**src/shared/clh_pkg.sv**
```systemverilog
// package for the character display host port: timing, layout, encodings
// assumes a single 25 MHz clock for the whole block
package clh_pkg;

  // ----------------------------------------------------------------
  // timing
  // ----------------------------------------------------------------
  localparam int CLK_NS   = 40;
  localparam int BUSY_NS  = 40000;
  localparam int BUSY_CYC = (BUSY_NS + CLK_NS - 1) / CLK_NS;
  localparam int POR_NS   = 100000;
  localparam int POR_CYC  = (POR_NS + CLK_NS - 1) / CLK_NS;
  localparam int OSC_DIV  = 100;

  // ----------------------------------------------------------------
  // display layout
  // ----------------------------------------------------------------
  localparam int SEG_N    = 40;
  localparam int COM_N    = 16;
  localparam int CHAR_W   = 5;
  localparam int CHARS    = 2 * SEG_N / CHAR_W;
  localparam int DD_DEPTH = 80;
  localparam int CG_DEPTH = 64;
  localparam logic [6:0]  DD_SIZE      = 7'h50;
  localparam logic [6:0]  LINE1_START  = 7'h00;
  localparam logic [6:0]  LINE2_START  = 7'h28;
  localparam logic [3:0]  CG_CODE_HI   = 4'h0;
  localparam logic [6:0]  SHIFT_PHASES = 7'h50;
  localparam logic [6:0]  PH_LAST      = 7'h51;
  localparam logic [15:0] COM_FIRST    = 16'h0001;
  localparam logic [3:0]  LAST_COM_8   = 4'h7;
  localparam logic [3:0]  LAST_COM_11  = 4'ha;
  localparam logic [3:0]  LAST_COM_16  = 4'hf;

  // ----------------------------------------------------------------
  // command encoding
  // ----------------------------------------------------------------
  localparam int CMD_DDADDR_BIT = 7;
  localparam int CMD_CGADDR_BIT = 6;
  localparam int CMD_FUNC_BIT   = 5;
  localparam int CMD_ENTRY_BIT  = 2;
  localparam int FUNC_DL_BIT    = 4;
  localparam int FUNC_N_BIT     = 3;
  localparam int FUNC_F_BIT     = 2;
  localparam int ENTRY_ID_BIT   = 1;

  typedef enum logic [1:0] {
    CLH_DUTY_8  = 2'b00,
    CLH_DUTY_11 = 2'b01,
    CLH_DUTY_16 = 2'b11
  } clh_duty_t;

  typedef enum logic [1:0] {
    ST_IDLE  = 2'b00,
    ST_STEP  = 2'b01,
    ST_FETCH = 2'b11,
    ST_WAIT  = 2'b10
  } clh_op_t;

endpackage

```
**src/clh_scan_gen.sv**
```systemverilog
// scan timing: dot clock source, common scan, extension driver stream
// assumes row data for the current common arrives combinationally
`timescale 1ns/100ps
module clh_scan_gen #(
  parameter int OSC_DIVIDE = clh_pkg::OSC_DIV
) (
  input  wire logic             clk_in,
  input  wire logic             rst_n_in,
  input  wire logic             resistor_fitted_in,
  input  wire logic             oscillator_input_in,
  input  wire clh_pkg::clh_duty_t duty_in,
  input  wire logic [39:0]      seg_row_in,
  input  wire logic [39:0]      ext_row_in,
  output logic      [3:0]       row_out,
  output logic      [39:0]      segment_out,
  output logic      [15:0]      common_out,
  output logic                  ext_latch_clock_out,
  output logic                  ext_shift_clock_out,
  output logic                  alt_signal_out,
  output logic                  ext_data_out
);
  import clh_pkg::*;
  localparam int DIV_W = $clog2(OSC_DIVIDE + 1);

  logic [DIV_W-1:0] div_q, div_d;
  logic             osc_q, tick_w;
  logic [6:0]       ph_q, ph_d;
  logic [3:0]       com_q, com_d, last_com_w;
  logic [39:0]      seg_q, seg_d;
  logic [15:0]      cout_q, cout_d;
  logic             lat_q, lat_d, sh_q, sh_d, alt_q, alt_d, dat_q, dat_d;

  // ----------------------------------------------------------------
  // dot clock source
  // ----------------------------------------------------------------
  // no resistor means the oscillator pin carries the clock itself
  // clock source select
  assign tick_w = resistor_fitted_in ? (div_q == '0)
                                     : (oscillator_input_in & ~osc_q);

  always_comb begin
    case (duty_in)
      CLH_DUTY_8:  last_com_w = LAST_COM_8;
      CLH_DUTY_11: last_com_w = LAST_COM_11;
      default:     last_com_w = LAST_COM_16;
    endcase
  end

  // ----------------------------------------------------------------
  // scan sequencer
  // ----------------------------------------------------------------
  always_comb begin
    div_d  = (div_q == '0) ? DIV_W'(OSC_DIVIDE - 1) : div_q - 1'b1;
    ph_d   = ph_q;
    com_d  = com_q;
    seg_d  = seg_q;
    cout_d = cout_q;
    lat_d  = lat_q;
    sh_d   = sh_q;
    alt_d  = alt_q;
    dat_d  = dat_q;
    if (tick_w) begin
      ph_d = (ph_q == PH_LAST) ? '0 : ph_q + 1'b1;
      if (ph_q < SHIFT_PHASES) begin
        sh_d  = ph_q[0];
        dat_d = ext_row_in[ph_q[6:1]];
      end else if (ph_q == SHIFT_PHASES) begin
        sh_d  = 1'b0;
        lat_d = 1'b1;
      end else begin
        lat_d  = 1'b0;
        seg_d  = seg_row_in;
        cout_d = COM_FIRST << com_q;
        if (com_q >= last_com_w) begin
          com_d = '0;
          alt_d = ~alt_q;
        end else begin
          com_d = com_q + 1'b1;
        end
      end
    end
  end

  always_ff @(posedge clk_in or negedge rst_n_in) begin
    if (!rst_n_in) begin
      div_q  <= '0;
      osc_q  <= 1'b0;
      ph_q   <= '0;
      com_q  <= '0;
      seg_q  <= '0;
      cout_q <= '0;
      lat_q  <= 1'b0;
      sh_q   <= 1'b0;
      alt_q  <= 1'b0;
      dat_q  <= 1'b0;
    end else begin
      div_q  <= div_d;
      osc_q  <= oscillator_input_in;
      ph_q   <= ph_d;
      com_q  <= com_d;
      seg_q  <= seg_d;
      cout_q <= cout_d;
      lat_q  <= lat_d;
      sh_q   <= sh_d;
      alt_q  <= alt_d;
      dat_q  <= dat_d;
    end
  end

  assign row_out             = com_q;
  assign segment_out         = seg_q;
  assign common_out          = cout_q;
  assign ext_latch_clock_out = lat_q;
  assign ext_shift_clock_out = sh_q;
  assign alt_signal_out      = alt_q;
  assign ext_data_out        = dat_q;
endmodule

```
**src/clh_host_if.sv**
```systemverilog
// host parallel port of a character display controller, with its RAMs
// assumes enable, select and direction inputs are synchronous to clk_in
//
// Operation
// - select high targets data register, low targets command register
// - direction high reads, low writes; pins driven only on reads
// - lower four pins carry low half in 8-bit mode, idle in 4-bit
// - 4-bit mode moves each byte as two transfers on upper pins
// - busy indication appears on the top data pin in status reads
// - data-length bit of a function command picks 4 or 8 bit width
// - two 8-bit holding registers: data and command
// - data traffic goes to whichever RAM was last addressed
// - after a data read the next RAM byte is prefetched
// - after a data write the byte is stored into the addressed RAM
// - command register is write-only; reads never return it
// - latch clock and shift clock drive the extension driver
// - dots from the 41st onward leave serially on one output
// - alternating polarity output removes DC from the panel
// - scan duty one in eight, eleven or sixteen
// - sixteen commons scanned, forty segments driven directly
// - display RAM holds eighty 8-bit character codes
// - internal oscillator with resistor, else external clock input
// - internal logic resets itself at power-up
// - while busy new commands are refused; host polls status first
// - address counter steps after access, readable on low seven pins
`timescale 1ns/100ps
module clh_host_if #(
  parameter int BUSY_CYCLES = clh_pkg::BUSY_CYC,
  parameter int POR_CYCLES  = clh_pkg::POR_CYC,
  parameter int OSC_DIVIDE  = clh_pkg::OSC_DIV
) (
  input  wire logic        clk_in,
  input  wire logic        rst_n_in,
  input  wire logic        enable_strobe_in,
  input  wire logic        register_select_in,
  input  wire logic        read_select_in,
  input  wire logic [7:0]  host_data_pins_in,
  output logic      [7:0]  host_data_pins_out,
  output logic      [7:0]  host_data_pins_oe_out,
  input  wire logic        resistor_fitted_in,
  input  wire logic        oscillator_input_in,
  output logic      [39:0] segment_out,
  output logic      [15:0] common_out,
  output logic             ext_latch_clock_out,
  output logic             ext_shift_clock_out,
  output logic             alt_signal_out,
  output logic             ext_data_out
);
  import clh_pkg::*;
  localparam int MAXC  = (BUSY_CYCLES > POR_CYCLES) ? BUSY_CYCLES
                                                    : POR_CYCLES;
  localparam int CNT_W = $clog2(MAXC + 1);

  // ----------------------------------------------------------------
  // state
  // ----------------------------------------------------------------
  logic             e_q, e_d, oe_q, oe_d, nib_q, nib_d;
  logic [7:0]       rd_q, rd_d;
  logic [3:0]       hi_q, hi_d;
  logic             four_bit_q, four_bit_d, two_line_q, two_line_d;
  logic             font_q, font_d, inc_q, inc_d, cg_sel_q, cg_sel_d;
  logic             op_wr_q, op_wr_d;
  logic [6:0]       ac_q, ac_d;
  logic [7:0]       dr_q, dr_d, cmd_q, cmd_d;
  clh_op_t          state_q, state_d;
  logic [CNT_W-1:0] busy_cnt_q, busy_cnt_d, por_cnt_q, por_cnt_d;

  logic [7:0]       dd_mem [DD_DEPTH];
  logic [7:0]       cg_mem [CG_DEPTH];

  logic             e_fall_w, e_rise_w, busy_w, byte_done_w, dd_ok_w;
  logic             mem_we_w;
  logic [7:0]       wr_byte_w, read_val_w, ram_rd_w;
  logic [6:0]       dd_idx_w, ac_step_w;

  // ----------------------------------------------------------------
  // strobe edges and byte assembly
  // ----------------------------------------------------------------
  // edges of the enable strobe
  assign e_fall_w = e_q & ~enable_strobe_in;
  assign e_rise_w = enable_strobe_in & ~e_q;
  assign busy_w   = (state_q != ST_IDLE) | (por_cnt_q != '0);
  assign byte_done_w = e_fall_w & (~four_bit_q | nib_q);
  assign wr_byte_w = four_bit_q ? {hi_q, host_data_pins_in[7:4]}
                                : host_data_pins_in;
  // status carries busy and counter, never the command code
  // command register not readable
  assign read_val_w = register_select_in ? dr_q : {busy_w, ac_q};

  // ----------------------------------------------------------------
  // RAM addressing
  // ----------------------------------------------------------------
  // two-line layout folds the second line onto entries 40..79
  // display RAM index
  assign dd_idx_w = (two_line_q && ac_q[6]) ? LINE2_START + {1'b0, ac_q[5:0]}
                                            : ac_q;
  assign dd_ok_w  = dd_idx_w < DD_SIZE;
  // target RAM from last address command
  assign ram_rd_w = cg_sel_q ? cg_mem[ac_q[5:0]]
                             : (dd_ok_w ? dd_mem[dd_idx_w] : '0);
  always_comb begin
    if (cg_sel_q) begin
      ac_step_w = {1'b0, inc_q ? ac_q[5:0] + 6'h01 : ac_q[5:0] - 6'h01};
    end else begin
      ac_step_w = inc_q ? ac_q + 7'h01 : ac_q - 7'h01;
    end
  end
  assign mem_we_w = (state_q == ST_STEP) & op_wr_q;

  // ----------------------------------------------------------------
  // host transfer and internal operation
  // ----------------------------------------------------------------
  always_comb begin
    e_d        = enable_strobe_in;
    oe_d       = oe_q;
    nib_d      = nib_q;
    rd_d       = rd_q;
    hi_d       = hi_q;
    four_bit_d = four_bit_q;
    two_line_d = two_line_q;
    font_d     = font_q;
    inc_d      = inc_q;
    cg_sel_d   = cg_sel_q;
    op_wr_d    = op_wr_q;
    ac_d       = ac_q;
    dr_d       = dr_q;
    cmd_d      = cmd_q;
    state_d    = state_q;
    busy_cnt_d = (busy_cnt_q != '0) ? busy_cnt_q - 1'b1 : busy_cnt_q;
    por_cnt_d  = (por_cnt_q != '0) ? por_cnt_q - 1'b1 : por_cnt_q;
    // drive only while a read strobe is up
    if (e_rise_w && read_select_in) begin
      oe_d = 1'b1;
      if (!four_bit_q) begin
        rd_d = read_val_w;
      end else if (!nib_q) begin
        rd_d = {read_val_w[7:4], 4'h0};
      end else begin
        rd_d = {read_val_w[3:0], 4'h0};
      end
    end
    if (e_fall_w) begin
      oe_d = 1'b0;
      if (four_bit_q) begin
        nib_d = ~nib_q;
        if (!nib_q && !read_select_in) begin
          hi_d = host_data_pins_in[7:4];
        end
      end
    end
    if (byte_done_w && !busy_w) begin
      if (read_select_in) begin
        if (register_select_in) begin
          op_wr_d    = 1'b0;
          state_d    = ST_STEP;
          busy_cnt_d = CNT_W'(BUSY_CYCLES);
        end
      end else if (register_select_in) begin
        dr_d       = wr_byte_w;
        op_wr_d    = 1'b1;
        state_d    = ST_STEP;
        busy_cnt_d = CNT_W'(BUSY_CYCLES);
      end else begin
        cmd_d      = wr_byte_w;
        state_d    = ST_WAIT;
        busy_cnt_d = CNT_W'(BUSY_CYCLES);
        if (wr_byte_w[CMD_DDADDR_BIT]) begin
          ac_d     = wr_byte_w[6:0];
          cg_sel_d = 1'b0;
          state_d  = ST_FETCH;
        end else if (wr_byte_w[CMD_CGADDR_BIT]) begin
          ac_d     = {1'b0, wr_byte_w[5:0]};
          cg_sel_d = 1'b1;
          state_d  = ST_FETCH;
        end else if (wr_byte_w[CMD_FUNC_BIT]) begin
          four_bit_d = ~wr_byte_w[FUNC_DL_BIT];
          nib_d      = 1'b0;
          two_line_d = wr_byte_w[FUNC_N_BIT];
          font_d     = wr_byte_w[FUNC_F_BIT];
        end else if (wr_byte_w[CMD_ENTRY_BIT]) begin
          inc_d = wr_byte_w[ENTRY_ID_BIT];
        end
      end
    end
    case (state_q)
      ST_STEP: begin
        ac_d    = ac_step_w;
        state_d = op_wr_q ? ST_WAIT : ST_FETCH;
      end
      ST_FETCH: begin
        dr_d    = ram_rd_w;
        state_d = ST_WAIT;
      end
      ST_WAIT: begin
        if (busy_cnt_q <= CNT_W'(1)) begin
          state_d = ST_IDLE;
        end
      end
      default: begin
        state_d = state_d;
      end
    endcase
  end

  always_ff @(posedge clk_in or negedge rst_n_in) begin
    if (!rst_n_in) begin
      e_q        <= 1'b0;
      oe_q       <= 1'b0;
      nib_q      <= 1'b0;
      rd_q       <= '0;
      hi_q       <= '0;
      four_bit_q <= 1'b0;
      two_line_q <= 1'b0;
      font_q     <= 1'b0;
      inc_q      <= 1'b1;
      cg_sel_q   <= 1'b0;
      op_wr_q    <= 1'b0;
      ac_q       <= '0;
      dr_q       <= '0;
      cmd_q      <= '0;
      state_q    <= ST_IDLE;
      busy_cnt_q <= '0;
      por_cnt_q  <= CNT_W'(POR_CYCLES);
    end else begin
      e_q        <= e_d;
      oe_q       <= oe_d;
      nib_q      <= nib_d;
      rd_q       <= rd_d;
      hi_q       <= hi_d;
      four_bit_q <= four_bit_d;
      two_line_q <= two_line_d;
      font_q     <= font_d;
      inc_q      <= inc_d;
      cg_sel_q   <= cg_sel_d;
      op_wr_q    <= op_wr_d;
      ac_q       <= ac_d;
      dr_q       <= dr_d;
      cmd_q      <= cmd_d;
      state_q    <= state_d;
      busy_cnt_q <= busy_cnt_d;
      por_cnt_q  <= por_cnt_d;
    end
  end

  // RAM contents are not reset; software clears the display itself
  always_ff @(posedge clk_in) begin
    if (mem_we_w) begin
      if (cg_sel_q) begin
        cg_mem[ac_q[5:0]] <= dr_q;
      end else if (dd_ok_w) begin
        dd_mem[dd_idx_w] <= dr_q;
      end
    end
  end

  // ----------------------------------------------------------------
  // pins
  // ----------------------------------------------------------------
  assign host_data_pins_out = rd_q;
  // low pins left open in 4-bit mode
  assign host_data_pins_oe_out = {{4{oe_q}}, {4{oe_q & ~four_bit_q}}};

  // ----------------------------------------------------------------
  // row pattern lookup and scan
  // ----------------------------------------------------------------
  // only pattern RAM codes render; fixed character ROM is outside
  logic [3:0]      row_w;
  logic [6:0]      line_base_w;
  logic            row_ok_w;
  logic [79:0]     row_bits_w;
  clh_duty_t       duty_w;

  assign line_base_w = (two_line_q && row_w[3]) ? LINE2_START : LINE1_START;
  assign row_ok_w    = two_line_q | ~row_w[3];
  // duty from line count and font
  assign duty_w = two_line_q ? CLH_DUTY_16
                             : (font_q ? CLH_DUTY_11 : CLH_DUTY_8);

  for (genvar k = 0; k < CHARS; k++) begin : g_char
    logic [7:0] code_w;
    assign code_w = dd_mem[line_base_w + 7'(k)];
    assign row_bits_w[k*CHAR_W +: CHAR_W] =
      (code_w[7:4] == CG_CODE_HI && row_ok_w)
        ? cg_mem[{code_w[2:0], row_w[2:0]}][CHAR_W-1:0] : '0;
  end

  clh_scan_gen #(
    .OSC_DIVIDE (OSC_DIVIDE)
  ) u_scan (
    .clk_in              (clk_in),
    .rst_n_in            (rst_n_in),
    .resistor_fitted_in  (resistor_fitted_in),
    .oscillator_input_in (oscillator_input_in),
    .duty_in             (duty_w),
    .seg_row_in          (row_bits_w[39:0]),
    .ext_row_in          (row_bits_w[79:40]),
    .row_out             (row_w),
    .segment_out         (segment_out),
    .common_out          (common_out),
    .ext_latch_clock_out (ext_latch_clock_out),
    .ext_shift_clock_out (ext_shift_clock_out),
    .alt_signal_out      (alt_signal_out),
    .ext_data_out        (ext_data_out)
  );
endmodule

```
**config.mk**
```make
export PLATFORM = sky130hd
export DESIGN_NAME = clh_host_if
export DESIGN_NICKNAME = d
export VERILOG_FILES = /design/src/shared/clh_pkg.sv /design/src/clh_scan_gen.sv /design/src/clh_host_if.sv
export SDC_FILE = /design/constraint.sdc
export NUM_CORES = 2
export LEC_CHECK = 0
export BUFFER_PORTS_ARGS = -buffer_cell sky130_fd_sc_hd__buf_2
export CORE_MARGIN = 3
export CORE_UTILIZATION = 45
export CTS_CLUSTER_DIAMETER = 150
export CTS_CLUSTER_SIZE = 25
export DETAILED_ROUTE_END_ITERATION = 6
export GPL_ROUTABILITY_DRIVEN = 0
export PLACE_DENSITY = 0.68
export SLEW_MARGIN = 20
export SYNTH_ARGS = -nofsm -noshare
export SYNTH_HDL_FRONTEND = slang
export SYNTH_SLANG_ARGS = --single-unit
```
**constraint.sdc**
```tcl
create_clock -name clk_in -period 3.9 [get_ports clk_in]
set_input_delay 0.78 -clock clk_in [delete_from_list [all_inputs] [get_ports clk_in]]
set_output_delay 0.78 -clock clk_in [all_outputs]
set_load 0.02 [all_outputs]
```
==> flow_metrics.tcl <==
set metrics [dict create \
    status "finished, final reports clean" \
    io_buffers 90 \
    hpwl_um 119000 \
    share_comb_of_total_power 0.021 \
    fill_cells 10641 \
    yosys.cell_types.count 92 \
    vdd_ir_drop_max_uv 394 \
    viasPerCell 6.63 \
    fp-row-count 131 \
    post-route-period-util 0.974 \
    synth_area_um2 58300 \
    clock_power_share 0.310 \
    dpl_cell_area_um2 63000 \
    grt_pass1_vias 38868 \
    gr-usage-all-layers 0.261 \
    finalInstanceArea_um2 64700 \
    grt_max_degree 100 \
    post-route-min-period_ns 3.80 \
    synthArstFlopShare 0.109 \
    route.detailed.drc 0 \
    grt_pass1_wl_um 264000 \
    swShare 0.205 \
    h-tree-depth 2 \
    chipWidth_um 366 \
    cts_buffers 57 \
    grt_overflow 0 \
    worst_pin_slew_ns 1.11 \
    crit_path_max_fanout 20 \
    seq_area_frac_synth 0.654 \
    layout.nets 4494 \
    layout_commonest_cell "edfxtp_1" \
    clock-root-buffer "clkbuf_16" \
    ios 91 \
    startpoint_type "flip-flop" \
    final_cell_mix "1,152 x edfxtp_1, 446 x a22oi_1, 410 x nor2_1" \
    hold_ws_ns 0.0564 \
    tns_ns 0 \
    cts_tree "done" \
    clock.fmax_mhz 263 \
    ys_seq_elements 1293 \
    synth_nets 4287 \
    firstDrtPassIters 6 \
    core_area_um2 128000 \
    power_density_nw_per_um2 346 \
    detail-route-antenna-nets 0 \
    hold_path_class "in -> async" \
    dpl.cell_count 6123 \
    avgSynthCellArea_um2 13.7 \
    clock-sinks 1293 \
    cp_data_arrival_time_ns 4.43 \
    pwr-share-seq 0.669 \
    synth-warning-count 0 \
    p_int_mw 17.8 \
    drv_cap 0 \
    die-area_um2 134000 \
    synthCells 4247 \
    rsz0062_at_grt "no" \
    p_leak_nw 18.2 \
    hold_viol_final 0 \
    post-cts-setup-buffer-count 0 \
    slew_headroom 0.262 \
    start_util 0.455 \
    seq_area_um2 38200 \
    synth_edf_count 1152 \
    multi_input_area_um2 18700 \
    p_sw_mw 4.60 \
    clock_latency_ns 0.73 \
    antenna_found_initial 2 \
    area_growth_pct 11.1 \
    cp-end-kind "flip-flop" \
    cts.clk_slew.worst_paths_ns 0.12 \
    drive_gt1_frac 0.170 \
    finalSetupViolations 0 \
    instances_no_fill 6223 \
    required_ns 4.53 \
    wire_per_inst_um 28.9 \
    fp.dieH_um 366 \
    first_iter_violations 6148 \
    ys.flop_type "edfxtp_1" \
    vias 41249 \
    finalClockSkew_ns 0.0548 \
    drt_wl_total_um 180000 \
    clk_path_buf_depth 3 \
    report.final.slew_viol_count 0 \
    path_class "reg -> reg" \
]
per-stage QoR:
stage          utilization  power [mW]  setup slack (ns)
2_1_floorplan            -        15.6             0.857
3_3_place_gp         0.492        15.8            0.0768
3_5_place_dp         0.492        15.7            0.0413
4_1_cts              0.505        22.5           0.00888
5_1_grt              0.505        23.0            0.0111
6_report             0.506        22.4             0.100
Yosys cell counts, drive strengths merged (46+ instances only):
cell | number | area, µm²
edfxtp | 1152 | 34600
a22oi | 446 | 3350
nor2 | 411 | 1550
nand2 | 213 | 802
clkbuf | 208 | 786
a21oi | 190 | 955
o21ai | 137 | 686
dfrtp | 135 | 3380
mux2i | 135 | 1480
buf | 131 | 759
a211oi | 130 | 976
a22o | 108 | 946
mux4 | 94 | 2160
a221oi | 73 | 646
nand4 | 70 | 438
nand3 | 61 | 305
a41oi | 53 | 464
a31oi | 49 | 307
nor3 | 46 | 241
power groups by stage:
| stage | combinational (mW) | sequential (mW) | clock (mW) |
|---|---|---|---|
| final | 0.479 | 15.0 | 6.95 |
| after global routing | 0.513 | 15.0 | 7.52 |
| after CTS | 0.466 | 15.0 | 7.04 |
| after detailed placement | 0.464 | 15.3 | 0 |
| after global placement | 0.465 | 15.3 | 0 |
| after floorplan | 0.323 | 15.2 | 0 |
registers in the layout (all words and copies together) (netlist names), 7 cells and up:
| signal | flops |
|---|---|
| u_scan.ph_q | 7 |
| cg_mem | 512 |
| dd_mem | 640 |
| por_cnt_q | 12 |
| u_scan.common_out | 16 |
| busy_cnt_q | 12 |
| host_data_pins_out | 8 |
| ac_q | 7 |
| u_scan.div_q | 7 |
| dr_q | 8 |
| u_scan.segment_out | 40 |
cell families (layout without fill, tap and decap cells):
group	after synthesis	in the layout	share of synthesized area
AO/OA/AOI/OAI	1329	1329	0.163
flip-flops	1293	1293	0.654
AND/OR/NAND/NOR	934	934	0.0732
buffers and inverters	364	608	0.0281
multiplexers	269	269	0.0703
XOR/XNOR	33	33	0.00496
adder cells (fa/ha/maj)	25	25	0.00550
other	0	3	0
area by class of cell:
type / count / area share
Sequential cell: 1293 / 0.590
Clock buffer: 93 / 0.0241
Tap cell: 1729 / 0.0334
Antenna cell: 3 / 0.000116
Clock inverter: 3 / 0.000735
Timing Repair Buffer: 487 / 0.0607
Inverter: 25 / 0.00145
Multi-Input combinational cell: 2590 / 0.290
worst max-delay path, stage by stage, from the launching register on:
cell      delay (ns)
dfrtp_1         0.66
and3b_4         0.58
buf_4           0.39
buf_4           0.26
a22oi_1         0.09
a41oi_1         0.33
o21a_1          0.24
a311oi_1        0.08
a311oi_1        0.53
a31oi_1         0.08
o211ai_1        0.20
o21ai_0         0.12
o21ai_0         0.15
worst paths after layout:
kind	start	endpoint	slack [ns]	cells after the start
worst min-delay path	rst_n_in	u_scan.div_q[2]$_DFF_PN0_	0.06	1
max in group asynchronous	rst_n_in	por_cnt_q[8]$_DFFE_PN1P_	2.88	2
worst max register to register	ac_q[0]$_DFFE_PN0P_	dr_q[1]$_DFFE_PN0P_	0.10	12
min in group clk_in	oscillator_input_in	u_scan.osc_q$_DFF_PN0_	0.20	1
worst max-delay path	ac_q[0]$_DFFE_PN0P_	dr_q[1]$_DFFE_PN0P_	0.10	12
worst min register to register	u_scan.alt_signal_out$_DFFE_PN0P_	u_scan.alt_signal_out$_DFFE_PN0P_	0.46	1
routing by layer:
metal / track usage / share of wire / vias to the layer above / wire (µm)
met3: 0.0528 / 0.12 / 524 / 21000
met2: 0.402 / 0.45 / 2841 / 81400
met4: 0.109 / 0.049 / 2 / 8860
met1: 0.361 / 0.38 / 20401 / 68700
li1: - / - / 17481 / -
met5: 0 / 0.000072 / - / 13
repair_timing:
item                                    in CTS  in global routing
hold buffers                                 0                  0
endpoints found under the setup margin       0                  2
gates resized for setup                      0                  8
(Power assumes the default switching activity.)
